File: src/rtl/pwc_regs.svh
// Register offsets, field positions, field codes and reset values of the capture timer.
// Assumes inclusion by the package and by modules that decode the APB map.
`ifndef PWC_REGS_SVH
`define PWC_REGS_SVH

// ****************************************************************
// Register byte offsets
// ****************************************************************
`define OFS_START      12'h000
`define OFS_UNLOCK     12'h004
`define OFS_CTRL       12'h008
`define OFS_IOCTL      12'h00c
`define OFS_IRQEN      12'h010
`define OFS_COUNTER    12'h014
`define OFS_GENREG_A   12'h018
`define OFS_STATUS     12'h01c

// ****************************************************************
// Field positions
// ****************************************************************
`define RUN_BIT        4
`define CTRL_PSC_LO    0
`define CTRL_EDGE_LO   3
`define CTRL_CLR_LO    5
`define CTRL_PSC2_LO   8
`define IRQEN_CAP_BIT  0
`define IRQEN_OVF_BIT  4

// ****************************************************************
// Field codes and reset values
// ****************************************************************
`define PSC_DIV1       3'h0
`define EDGE_RISE      2'h0
`define CLR_BY_GRA     3'h1
`define IO_CAP_BOTH    4'ha
`define CNT_MAX        16'hffff
`define CNT_ZERO       16'h0000
`define RST_CTRL       32'h0000_0000
`define RST_IOCTL      4'h0

`endif

File: src/rtl/pwc_pkg.sv
// Types shared by the capture timer modules.
// Assumes the constants header sits beside it.
`include "pwc_regs.svh"
package pwc_pkg;

  // APB request from the master
  typedef struct packed {
    logic        psel;
    logic        penable;
    logic        pwrite;
    logic [11:0] paddr;
    logic [31:0] pwdata;
  } apb_req_type;

  // Channel configuration decoded from the control registers
  typedef struct packed {
    logic [2:0] psc;
    logic [2:0] psc2;
    logic [1:0] edge_sel;
    logic [2:0] clr_sel;
    logic [3:0] io_ctl;
  } cfg_type;

  // Bus slave states, one-hot
  typedef enum logic [1:0] {
    ST_IDLE   = 2'b01,
    ST_ANSWER = 2'b10
  } bus_state_type;

endpackage

File: src/rtl/pwc_capture_timer.sv
// Top of the pulse-width capture timer channel with its APB register file.
// Assumes APB master on SYS_CLK and a pin synchronous to SYS_CLK.
//
// Notes on behaviour
// - Counter advances each rising edge of the undivided peripheral clock.
// - Both prescale fields at 000b select the divide-by-one source.
// - Edge field 00b counts on the rising edge.
// - Counter overflow raises overflow request when its enable is set.
// - Capture at FFFFh copies count, raises capture, no overflow.
// - Capture mode copies counter into register A on both pin edges.
// - Each capture into register A raises capture request when enabled.
// - Writing 1 to the run bit starts the counter.
// - Run bit 0 halts the counter holding its value, unless clear select 001b clears it on a capture.
// - Protected writes take effect only while unlock bit is 1.
// - Capture request suppressed while its enable is 0.
// - Overflow request suppressed while its enable is 0.
// - Software may load the counter while it is stopped.
// - Software may write register A before capture starts.
// - I/O control 1010b makes register A a both-edge capture.
// - Clear select 001b clears counter on register A capture.
`timescale 1ns/1ns
`include "pwc_regs.svh"
module pwc_capture_timer
(
  input  wire logic        SYS_CLK,
  input  wire logic        RESET_N,
  input  wire logic        PSEL,
  input  wire logic        PENABLE,
  input  wire logic        PWRITE,
  input  wire logic [11:0] PADDR,
  input  wire logic [31:0] PWDATA,
  output logic [31:0]      PRDATA,
  output logic             PREADY,
  output logic             PSLVERR,
  input  wire logic        TIMER_INPUT_PIN_A,
  output logic             CAPTURE_A_INTERRUPT,
  output logic             OVERFLOW_INTERRUPT
);
  import pwc_pkg::*;

  // ****************************************************************
  // Declarations
  // ****************************************************************
  apb_req_type   req;
  cfg_type       cfg;
  bus_state_type state_r, state_nxt;
  logic          run_r, run_nxt;
  logic          unlock_r, unlock_nxt;
  logic [2:0]    psc_r, psc_nxt, psc2_r, psc2_nxt, clr_r, clr_nxt;
  logic [1:0]    edge_r, edge_nxt;
  logic [3:0]    ioctl_r, ioctl_nxt;
  logic          cap_en_r, cap_en_nxt;
  logic          ovf_en_r, ovf_en_nxt;
  logic [15:0]   channel_counter_r, channel_counter_nxt;
  logic [15:0]   general_capture_reg_a_r, general_capture_reg_a_nxt;
  logic          cap_irq_r, cap_irq_nxt;
  logic          ovf_irq_r, ovf_irq_nxt;
  logic [31:0]   prdata_r, prdata_nxt;
  logic          pready_r, pready_nxt;
  logic          pslverr_r, pslverr_nxt;
  logic          cap_seen_r, cap_seen_nxt;
  logic          ovf_seen_r, ovf_seen_nxt;
  logic          tick, rise, fall;
  logic          wr_go, rd_go, hit, capture, overflow;

  // Bus signals travel as one struct
  assign req = '{psel: PSEL, penable: PENABLE, pwrite: PWRITE, paddr: PADDR, pwdata: PWDATA};
  assign cfg = '{psc: psc_r, psc2: psc2_r, edge_sel: edge_r, clr_sel: clr_r, io_ctl: ioctl_r};

  // Address decode shared by read and write paths
  function automatic logic addr_known(input logic [11:0] a);
    addr_known = (a == `OFS_START) || (a == `OFS_UNLOCK) || (a == `OFS_CTRL) ||
                 (a == `OFS_IOCTL) || (a == `OFS_IRQEN) || (a == `OFS_COUNTER) ||
                 (a == `OFS_GENREG_A) || (a == `OFS_STATUS);
  endfunction

  // ****************************************************************
  // Submodules
  // ****************************************************************
  pwc_count_source u_src
  (
    .clk   (SYS_CLK),
    .rst_n (RESET_N),
    .cfg   (cfg),
    .tick  (tick)
  );

  pwc_edge_detect u_edge
  (
    .clk   (SYS_CLK),
    .rst_n (RESET_N),
    .pin   (TIMER_INPUT_PIN_A),
    .rise  (rise),
    .fall  (fall)
  );

  // ****************************************************************
  // APB slave: one wait state, answer in the second access cycle
  // ****************************************************************
  assign hit   = addr_known(req.paddr);
  assign wr_go = (state_r == ST_ANSWER) && req.psel && req.penable && req.pwrite;
  assign rd_go = (state_r == ST_ANSWER) && req.psel && req.penable && !req.pwrite;

  // Bus state and read data; PREADY rises one cycle after PENABLE
  always_comb
  begin
    state_nxt   = state_r;
    pready_nxt  = 1'b0;
    pslverr_nxt = 1'b0;
    prdata_nxt  = prdata_r;
    case (state_r)
      ST_IDLE:
      begin
        if (req.psel && req.penable && !pready_r)
        begin
          state_nxt   = ST_ANSWER;
          pready_nxt  = 1'b1;
          pslverr_nxt = !hit;
          prdata_nxt  = 32'h0000_0000;
          if (!req.pwrite)
          begin
            if (req.paddr == `OFS_START)
              prdata_nxt[`RUN_BIT] = run_r;
            else if (req.paddr == `OFS_UNLOCK)
              prdata_nxt[0] = unlock_r;
            else if (req.paddr == `OFS_CTRL)
              prdata_nxt[10:0] = {psc2_r, clr_r, edge_r, psc_r};
            else if (req.paddr == `OFS_IOCTL)
              prdata_nxt[3:0] = ioctl_r;
            else if (req.paddr == `OFS_IRQEN)
              prdata_nxt[`IRQEN_OVF_BIT:0] = {ovf_en_r, 3'h0, cap_en_r};
            else if (req.paddr == `OFS_COUNTER)
              prdata_nxt[15:0] = channel_counter_r;
            else if (req.paddr == `OFS_GENREG_A)
              prdata_nxt[15:0] = general_capture_reg_a_r;
            else if (req.paddr == `OFS_STATUS)
              prdata_nxt[1:0] = {ovf_seen_r, cap_seen_r};
          end
        end
      end
      ST_ANSWER:
      begin
        state_nxt = ST_IDLE;
      end
      default:
      begin
        state_nxt = ST_IDLE;
      end
    endcase
  end

  // ****************************************************************
  // Control registers
  // ****************************************************************
  // Protected registers change only while unlocked; the unlock bit itself is always writable
  always_comb
  begin
    run_nxt    = run_r;
    unlock_nxt = unlock_r;
    psc_nxt    = psc_r;
    psc2_nxt   = psc2_r;
    edge_nxt   = edge_r;
    clr_nxt    = clr_r;
    ioctl_nxt  = ioctl_r;
    cap_en_nxt = cap_en_r;
    ovf_en_nxt = ovf_en_r;
    if (wr_go)
    begin
      if (req.paddr == `OFS_UNLOCK)
        unlock_nxt = req.pwdata[0];
      else if (req.paddr == `OFS_START)
        run_nxt = req.pwdata[`RUN_BIT];
      else if (req.paddr == `OFS_IRQEN)
      begin
        cap_en_nxt = req.pwdata[`IRQEN_CAP_BIT];
        ovf_en_nxt = req.pwdata[`IRQEN_OVF_BIT];
      end
      else if (req.paddr == `OFS_CTRL && unlock_r)
      begin
        psc_nxt  = req.pwdata[`CTRL_PSC_LO +: 3];
        edge_nxt = req.pwdata[`CTRL_EDGE_LO +: 2];
        clr_nxt  = req.pwdata[`CTRL_CLR_LO +: 3];
        psc2_nxt = req.pwdata[`CTRL_PSC2_LO +: 3];
      end
      else if (req.paddr == `OFS_IOCTL && unlock_r)
        ioctl_nxt = req.pwdata[3:0];
    end
  end

  // ****************************************************************
  // Counter, capture and interrupt requests
  // ****************************************************************
  assign capture  = (ioctl_r == `IO_CAP_BOTH) && (rise || fall);
  assign overflow = run_r && tick && (channel_counter_r == `CNT_MAX) && !capture;

  // Capture wins over a software load of register A in the same cycle
  always_comb
  begin
    channel_counter_nxt       = channel_counter_r;
    general_capture_reg_a_nxt = general_capture_reg_a_r;
    if (run_r && tick)
      channel_counter_nxt = channel_counter_r + 16'h0001;
    if (wr_go && unlock_r && !run_r && req.paddr == `OFS_COUNTER)
      channel_counter_nxt = req.pwdata[15:0];
    if (wr_go && unlock_r && req.paddr == `OFS_GENREG_A)
      general_capture_reg_a_nxt = req.pwdata[15:0];
    if (capture)
    begin
      general_capture_reg_a_nxt = channel_counter_r;
      if (clr_r == `CLR_BY_GRA)
        channel_counter_nxt = `CNT_ZERO;
    end
  end

  // Requests are one-cycle pulses; status bits are sticky, set wins over clear
  always_comb
  begin
    cap_irq_nxt  = capture && cap_en_r;
    ovf_irq_nxt  = overflow && ovf_en_r;
    cap_seen_nxt = cap_seen_r;
    ovf_seen_nxt = ovf_seen_r;
    if (wr_go && req.paddr == `OFS_STATUS)
    begin
      cap_seen_nxt = cap_seen_r & ~req.pwdata[0];
      ovf_seen_nxt = ovf_seen_r & ~req.pwdata[1];
    end
    if (capture)
      cap_seen_nxt = 1'b1;
    if (overflow)
      ovf_seen_nxt = 1'b1;
  end

  // ****************************************************************
  // State registers
  // ****************************************************************
  always_ff @(posedge SYS_CLK)
  begin
    if (!RESET_N)
    begin
      state_r                 <= ST_IDLE;
      pready_r                <= 1'b0;
      pslverr_r               <= 1'b0;
      prdata_r                <= 32'h0000_0000;
      run_r                   <= 1'b0;
      unlock_r                <= 1'b0;
      psc_r                   <= `PSC_DIV1;
      psc2_r                  <= `PSC_DIV1;
      edge_r                  <= `EDGE_RISE;
      clr_r                   <= 3'h0;
      ioctl_r                 <= `RST_IOCTL;
      cap_en_r                <= 1'b0;
      ovf_en_r                <= 1'b0;
      channel_counter_r       <= `CNT_ZERO;
      general_capture_reg_a_r <= `CNT_ZERO;
      cap_irq_r               <= 1'b0;
      ovf_irq_r               <= 1'b0;
      cap_seen_r              <= 1'b0;
      ovf_seen_r              <= 1'b0;
    end
    else
    begin
      state_r                 <= state_nxt;
      pready_r                <= pready_nxt;
      pslverr_r               <= pslverr_nxt;
      prdata_r                <= prdata_nxt;
      run_r                   <= run_nxt;
      unlock_r                <= unlock_nxt;
      psc_r                   <= psc_nxt;
      psc2_r                  <= psc2_nxt;
      edge_r                  <= edge_nxt;
      clr_r                   <= clr_nxt;
      ioctl_r                 <= ioctl_nxt;
      cap_en_r                <= cap_en_nxt;
      ovf_en_r                <= ovf_en_nxt;
      channel_counter_r       <= channel_counter_nxt;
      general_capture_reg_a_r <= general_capture_reg_a_nxt;
      cap_irq_r               <= cap_irq_nxt;
      ovf_irq_r               <= ovf_irq_nxt;
      cap_seen_r              <= cap_seen_nxt;
      ovf_seen_r              <= ovf_seen_nxt;
    end
  end

  assign PRDATA              = prdata_r;
  assign PREADY              = pready_r;
  assign PSLVERR             = pslverr_r;
  assign CAPTURE_A_INTERRUPT = cap_irq_r;
  assign OVERFLOW_INTERRUPT  = ovf_irq_r;

  // ****************************************************************
  // Assertions
  // ****************************************************************
  a_run_count: assert property (@(posedge SYS_CLK) disable iff (!RESET_N)
    (run_r && tick && !capture && !(wr_go && req.paddr == `OFS_COUNTER))
      |=> channel_counter_r == $past(channel_counter_r) + 16'h0001)
    else $error("counter did not advance");
  a_stop_hold: assert property (@(posedge SYS_CLK) disable iff (!RESET_N)
    (!run_r && !capture && !wr_go) |=> $stable(channel_counter_r))
    else $error("stopped counter moved");
  a_ovf_irq: assert property (@(posedge SYS_CLK) disable iff (!RESET_N)
    (run_r && tick && ovf_en_r && channel_counter_r == 16'hffff && !capture)
      |=> OVERFLOW_INTERRUPT ##0 channel_counter_r == 16'h0000)
    else $error("overflow request missing or no wrap");
  a_ffff_cap: assert property (@(posedge SYS_CLK) disable iff (!RESET_N)
    (capture && channel_counter_r == 16'hffff) |=> !OVERFLOW_INTERRUPT && general_capture_reg_a_r == 16'hffff)
    else $error("capture at max raised overflow");
  a_cap_copy: assert property (@(posedge SYS_CLK) disable iff (!RESET_N)
    (ioctl_r == 4'ha && (rise || fall)) |=> general_capture_reg_a_r == $past(channel_counter_r))
    else $error("capture value wrong");
  a_cap_irq: assert property (@(posedge SYS_CLK) disable iff (!RESET_N)
    CAPTURE_A_INTERRUPT |-> $past(capture) && $past(cap_en_r))
    else $error("capture request without cause");
  a_lock_hold: assert property (@(posedge SYS_CLK) disable iff (!RESET_N)
    (wr_go && !unlock_r && req.paddr == `OFS_IOCTL) |=> $stable(ioctl_r))
    else $error("locked write took effect");
  a_clr_cap: assert property (@(posedge SYS_CLK) disable iff (!RESET_N)
    (capture && clr_r == 3'h1) |=> channel_counter_r == 16'h0000)
    else $error("counter not cleared on capture");
  a_ovf_mask: assert property (@(posedge SYS_CLK) disable iff (!RESET_N)
    !ovf_en_r |=> !OVERFLOW_INTERRUPT)
    else $error("masked overflow request");
endmodule // pwc_capture_timer

File: src/rtl/pwc_edge_detect.sv
// Edge detector of the timer input pin.
// Assumes the pin is already synchronous to SYS_CLK.
`timescale 1ns/1ns
module pwc_edge_detect
(
  input  wire logic clk,
  input  wire logic rst_n,
  input  wire logic pin,
  output logic      rise,
  output logic      fall
);
  import pwc_pkg::*;

  logic pin_r;
  logic pin_nxt;

  // Previous level of the pin
  always_comb
  begin
    pin_nxt = pin;
  end

  always_ff @(posedge clk)
  begin
    if (!rst_n)
      pin_r <= 1'b0;
    else
      pin_r <= pin_nxt;
  end

  // Edges are combinational so a capture lands on the edge's own cycle
  assign rise = pin & ~pin_r;
  assign fall = ~pin & pin_r;
endmodule // pwc_edge_detect

File: src/rtl/pwc_count_source.sv
// Count-enable source: prescale and edge selection.
// Assumes the peripheral clock A is SYS_CLK itself.
`timescale 1ns/1ns
`include "pwc_regs.svh"
module pwc_count_source
(
  input  wire logic             clk,
  input  wire logic             rst_n,
  input  wire pwc_pkg::cfg_type cfg,
  output logic                  tick
);
  import pwc_pkg::*;

  logic src_ok;

  // Only undivided clock with rising edge is built; other codes hold the counter
  always_comb
  begin
    src_ok = (cfg.psc == `PSC_DIV1) && (cfg.psc2 == `PSC_DIV1)
             && (cfg.edge_sel == `EDGE_RISE);
  end

  assign tick = src_ok;

  a_tick_src: assert property (@(posedge clk) disable iff (!rst_n)
    tick |-> (cfg.psc == 3'h0 && cfg.psc2 == 3'h0 && cfg.edge_sel == 2'h0))
    else $error("count tick with non-default source");
endmodule // pwc_count_source

File: config.mk
export PLATFORM = sky130hd
export DESIGN_NAME = pwc_capture_timer
export DESIGN_NICKNAME = d
export VERILOG_FILES = /design/src/rtl/pwc_pkg.sv /design/src/rtl/pwc_capture_timer.sv /design/src/rtl/pwc_edge_detect.sv /design/src/rtl/pwc_count_source.sv
export VERILOG_INCLUDE_DIRS = /design/src /design/src/rtl
export SDC_FILE = /design/constraint.sdc
export NUM_CORES = 1
export LEC_CHECK = 0
export ABC_AREA = 1
export BUFFER_PORTS_ARGS = -buffer_cell sky130_fd_sc_hd__buf_2
export CAP_MARGIN = 25
export CORE_MARGIN = 2
export CORE_UTILIZATION = 55
export CTS_CLUSTER_DIAMETER = 40
export DETAILED_ROUTE_END_ITERATION = 6
export PLACE_DENSITY = 0.92
export SYNTH_ARGS = -nofsm -noshare
export SYNTH_HDL_FRONTEND = slang
export SYNTH_SLANG_ARGS = --single-unit
File: constraint.sdc
create_clock -name SYS_CLK -period 1.85 [get_ports SYS_CLK]
set_clock_uncertainty 0.15 [all_clocks]
set_input_delay 0.37 -clock SYS_CLK [delete_from_list [all_inputs] [get_ports SYS_CLK]]
set_output_delay 0.37 -clock SYS_CLK [all_outputs]
set_load 0.01 [all_outputs]
After elaboration in Yosys (flattened, before gate mapping)

Cells that the tools add are included.

Bits in registers: 76
Bits of input ports: 50
Output and inout port bits: 36
Logic and storage cells: 134

$add $sub $neg: 1
Equality and inequality tests: 12
Mux-type cells: 42
Bitwise operators: 12
Reductions and logical operators: 47

Operators by type and width:

| operator              | count |
|---|---|
| $mux 16               | 16 |
| $eq 12x5->1 const B   | 4 |
| $mux 5                | 9 |
| $mux 11               | 3 |
| $eq 12x4->1 const B   | 2 |
| $logic_and 1x1->1     | 20 |
| $add 16x1->16 const B | 1 |
| $eq 16x16->1 const B  | 1 |
| $mux 15               | 1 |
| $mux 14               | 1 |
| $eq 12x3->1 const B   | 1 |
| $logic_not 12->1      | 1 |
| $mux 12               | 1 |
| $logic_or 1x1->1      | 8 |
| $mux 4                | 2 |
| $not 1->1             | 8 |
| $mux 1                | 7 |
| $logic_not 3->1       | 2 |
| $reduce_and 2->1      | 3 |
| $reduce_and 3->1      | 2 |
| $reduce_and 6->1      | 1 |
| $reduce_bool 2->1     | 3 |
| $reduce_and 5->1      | 1 |
| $and 1x1->1           | 4 |
| other kinds (8)       | 12 |

Depth between registers and ports, before layout

Word-level depth: 25
Gate-level depth with buffers: 12
Depth with buffers taken out: 12

Cells and area by module

A second synthesis with hierarchy kept.

Cells, all modules: 542
Area total of the unflattened synthesis: 4023.9 µm²

By module, submodules not included:

| module            | times used | cells each | area an instance (µm²) | sequential area each (µm²) |
|---|---|---|---|---|
| pwc_capture_timer | 1          | 528        | 3952.5                 | 1501.4 |
| pwc_edge_detect   | 1          | 7          | 45.0                   | 20.0 |
| pwc_count_source  | 1          | 7          | 26.3                   | 0.0 |

Worst setup path after synthesis

No wires, ideal clock.

Path kind: input-to-reg
Start: in PADDR[1]
End: reg channel_counter_r[8]
Library setup time: 122 ps
Data arrival time: 1431 ps
Required time: 1578 ps
Setup slack: 147 ps
Cell stages on the path: 9
Buffers on the path: 1
Cell sequence: nor2_2 -> nand2_2 -> nor2_4 -> inv_2 -> nor2_4 -> nand3_2 -> clkbuf_1 -> o21ai_0 -> a21oi_1

Word-level cells in the longest chain between the ends: 5

Ends and longest elaborated chain:

| item                          | RTL line                 | RTL |
|---|---|---|
| start: declaration            | pwc_capture_timer.sv:30  | `input wire logic [11:0] PADDR,` |
| $eq 12x5->1 (no line) *       | --                       |  |
| $logic_and 1x1->1 (no line) * | --                       |  |
| $mux 16 *                     | pwc_capture_timer.sv:203 | `` if (wr_go && unlock_r && !run_r && req.paddr == `OFS_COUNTER) `` |
| $mux 16                       | pwc_capture_timer.sv:210 | `` if (clr_r == `CLR_BY_GRA) `` |
| $mux 16 *                     | pwc_capture_timer.sv:207 | `if (capture)` |
| end signal: assignment        | pwc_capture_timer.sv:253 | `` channel_counter_r <= `CNT_ZERO; `` |
| end signal: assignment        | pwc_capture_timer.sv:275 | `channel_counter_r <= channel_counter_nxt;` |
| end: declaration              | pwc_capture_timer.sv:54  | `logic [15:0] channel_counter_r, channel_counter_nxt;` |

Every way passes the cells marked *; elsewhere a longest branch is shown, timed or not.
A chain may end at the register's enable or synchronous reset.

Worst setup path in the final report

Start: reg ioctl_r[1]
End: reg general_capture_reg_a_r[13]

Word-level cells in the longest chain between the ends: 3
Elaborated cells on any way between the ends: 4
Classes of those cells: eq/ne (1); mux (1); reduce/logical (2)

Ends and longest elaborated chain:

| item                                         | RTL line                 | RTL |
|---|---|---|
| start: declaration                           | pwc_capture_timer.sv:51  | `logic [3:0] ioctl_r, ioctl_nxt;` |
| start signal: assignment                     | pwc_capture_timer.sv:250 | `` ioctl_r <= `RST_IOCTL; `` |
| start signal: assignment                     | pwc_capture_timer.sv:272 | `ioctl_r <= ioctl_nxt;` |
| $eq 4x4->1 (no line) *                       | --                       |  |
| $logic_and 1x1->1 *                          | pwc_capture_timer.sv:193 | `` assign capture = (ioctl_r == `IO_CAP_BOTH) && (rise \|\| fall); `` |
| $mux 16 or $reduce_bool 2->1 (tied branches) | --                       |  |
| end signal: assignment                       | pwc_capture_timer.sv:254 | `` general_capture_reg_a_r <= `CNT_ZERO; `` |
| end signal: assignment                       | pwc_capture_timer.sv:276 | `general_capture_reg_a_r <= general_capture_reg_a_nxt;` |
| end: declaration                             | pwc_capture_timer.sv:55  | `logic [15:0] general_capture_reg_a_r, general_capture_reg_a_nxt;` |

Marks and branches as above.

==> impl_metrics.toml <==
[run_status]
status = "finished, final reports clean"

[synth]
synth_xor_area_frac = 0.0211
syn_inst = 600
synth.area.mux_share = 0
synth.area.top_cells = "dfxtp_1, nand2_1, o21ai_0, a21oi_1, inv_1"
synth-simple-area-share = 0.287
synth_warnings = 0
synth_cell_types = 33
synth_fa_ha_area_frac = 0.00302
syn-mean-instance-area_um2 = 6.91
synth_top_area_frac = 0.367
ys_seq_elements = 76
synth_area_leader_cell = "dfxtp_1"
syn-cell-area_mm2 = 0.00414
synth-seq-area-share = 0.367
synth_top_family_by_area = "simple AND/OR/NAND/NOR gates"
synth_compound_area_frac = 0.205

[critical_path]
crit_arrival_ns = 1.93
r2r_slack_ns = 0.05
start_kind = "register"
worst_setup_path_end_kind = "register"
reg2regPathDepth = 8
path_class = "reg -> reg"
crit_fanout = 24
timing.rr.end = "general_capture_reg_a_r[13]"
crit_required_ns = 1.98
r2r_start = "ioctl_r[1]"

[detailed_routing]
wl_met2_um = 6270
met3_length_um = 1290
num_vias = 4651
drt_iter0_markers = 522
detail-route-antenna-nets = 0
drc = 0
firstDrtPassIters = 5
dr.max_layer_used = "met4"
drt-vias-per-instance = 5.75
totalWireLength_um = 13000
met1_length_um = 5010
wl_per_cell_um = 16.1

[pwr]
p_per_area_mw_per_mm2 = 621
leakagePower_nw = 2.26
vdd_ir_drop_max_v = 0.000289
power_mw = 3.22

[grt]
antenna_found_initial = 0
grt.overflow.total = 0
grt_pass1_wl_um = 20800
grt_pass1_vias = 4354
grt_max_degree = 25
track_usage = 0.312

[floorplanning]
die_w_um = 90.8
core_area_mm2 = 0.00729
start_util = 0.568
ios = 86
rows = 31
die_y_um = 90.8
die_area_mm2 = 0.00824

[clock_tree]
ctsHoldBuffers = 0
cts_made_buffers = 9
insertion_delay_ns = 0.36
tritoncts = "yes"
ctsHtreeMaxLevel = 3
cts-root-buf = "clkbuf_8"
clkSlewWorstSetupHoldPaths_ns = 0.09
clk_path_buf_depth = 2
cts.sinks = 76

[sta]
fin_crit_sh = 0.973
hold_violations = 0
setup_slack_ns = 0.0503
finalSetupViolations = 0
max_freq_mhz = 556
post-route-min-period_ns = 1.80
final_max_slew_viol_count = 0

[final_layout]
fin_nets = 756
n_fill_cell = 574
syn2layout_area_growth_pct = 25.0
finish.utilization = 0.710
final_cells = 809
drive_gt1_frac = 0.262
antenna_cells = 0
final_cell_area_mm2 = 0.00518

[placed_design]
gp_congestion = 0.990
dpl.hpwl_um = 9260
pre_cts_slack_ns = -0.151
place_area_mm2 = 0.00487
placedCellCount = 789
port_buffers = 53

[worst_hold_path]
hold_path.class = "in -> reg"
min_from = "TIMER_INPUT_PIN_A"
min_path_cells = 3
hold_end = "u_edge.pin_r"

[flow_run]
cap_violations = 0
[area by class of cell]
cell class | count | area (µm²) | area share
well taps | 99 | 124 | 0.0239
flip-flops and latches | 76 | 1520 | 0.294
repair buffers | 113 | 791 | 0.153
repair inverters | 1 | 5.00 | 0.000966
clock buffers | 10 | 138 | 0.0266
clock inverters | 6 | 71.3 | 0.0138
inverters | 68 | 255 | 0.0493
multi-input cells | 436 | 2270 | 0.439
[stage by stage]
stage / hold WS [ns] / setup TNS (ns)
floorplan: 0.275 / 0
global placement: 0.288 / -1.07
detailed placement: 0.292 / -3.54
CTS: 0.0759 / 0
global route: 0.0918 / -0.260
finish: 0.0736 / 0
[Yosys cell counts, drive strengths merged]
| master | n |
|---|---|
| nor2 | 48 |
| xor2 | 10 |
| a32oi | 1 |
| nand2 | 140 |
| buf | 25 |
| clkinv | 1 |
| nand3 | 33 |
| a211oi | 4 |
| ha | 1 |
| a31oi | 19 |
| inv | 67 |
| nand4 | 8 |
| clkbuf | 10 |
| o211ai | 7 |
| dfxtp | 76 |
| conb | 1 |
| a21oi | 51 |
| nor4 | 4 |
| o21ai | 70 |
| nor3 | 23 |
| o21bai | 1 |
[sequential cells by signal, summed over array words and instances (netlist names), 2 cells and up]
name,cells
state_r,2
channel_counter_r,16
psc_r,3
general_capture_reg_a_r,16
psc2_r,3
clr_r,3
edge_r,2
PRDATA,16
ioctl_r,4
[worst max-delay path, stage by stage (launching register included)]
cell     delay, ns
dfxtp_1       0.37
nand2_1       0.08
nor3_2        0.22
nand2_2       0.15
buf_4         0.20
o21ai_4       0.08
buf_12        0.18
o21ai_0       0.10
a31oi_1       0.18
[metal layers]
| layer | global-route usage | vias up |
|---|---|---|
| li1 | - | 2176 |
| met1 | 0.395 | 2147 |
| met2 | 0.519 | 279 |
| met3 | 0.0576 | 49 |
| met4 | 0.139 | 0 |
| met5 | 0 | - |
[report_power, final]
| group | internal, mW | total, mW | leakage [nW] | switching, mW |
|---|---|---|---|---|
| clock | 0.672 | 1.36 | 0.0995 | 0.691 |
| sequential | 1.64 | 1.64 | 0.614 | 0.00194 |
| combinational | 0.0703 | 0.213 | 1.55 | 0.143 |
[repair_timing]
item / in CTS / in global routing
setup buffers: 0 / 3
setup endpoints to repair: 6 / 19
cloned: 0 / 1
gates resized for setup: 1 / 22
pin swaps: 1 / 3
[logic make-up (layout without fill, tap and decap cells)]
kind of cell,Yosys count,after routing
AND/OR/NAND/NOR,256,256
AO/OA/AOI/OAI,153,153
buffers and inverters,103,198
flip-flops,76,76
XOR/XNOR,10,10
adder cells (fa/ha/maj),1,1
other,1,16
[placed cells by master (no fill, tap or decap), types with 2 or more instances in the layout]
cell type   count
nand2_1       128
dfxtp_1        74
o21ai_0        58
inv_1          57
buf_4          54
buf_2          53
a21oi_1        50
nor2_1         34
nand3_1        29
nor3_1         19
a31oi_1        19
conb_1         16
inv_2          10
xor2_1         10
clkbuf_8       10
nand2_2         9
nand4_1         8
nor2_4          8
o211ai_1        7
o21ai_1         7
buf_12          6
nor2_2          5
nor3_2          4
nand3_2         4
o21ai_2         4
nand2_4         3
nor4_2          2
nor4_1          2
a211oi_2        2
a211oi_1        2
clkinvlp_4      2
inv_6           2
dfxtp_2         2
[worst max path at each step]
stage	startpoint	end	depth (start not counted)
after global placement	PADDR[9]	channel_counter_r[13]	10
final	ioctl_r[1]	general_capture_reg_a_r[13]	8
after detailed placement	PADDR[9]	PRDATA[3]	9
after global routing	state_r[0]	channel_counter_r[8]	9
after CTS	ioctl_r[1]	general_capture_reg_a_r[13]	8
after floorplan	PADDR[1]	channel_counter_r[8]	9
Power figures use the tool's default switching activity.
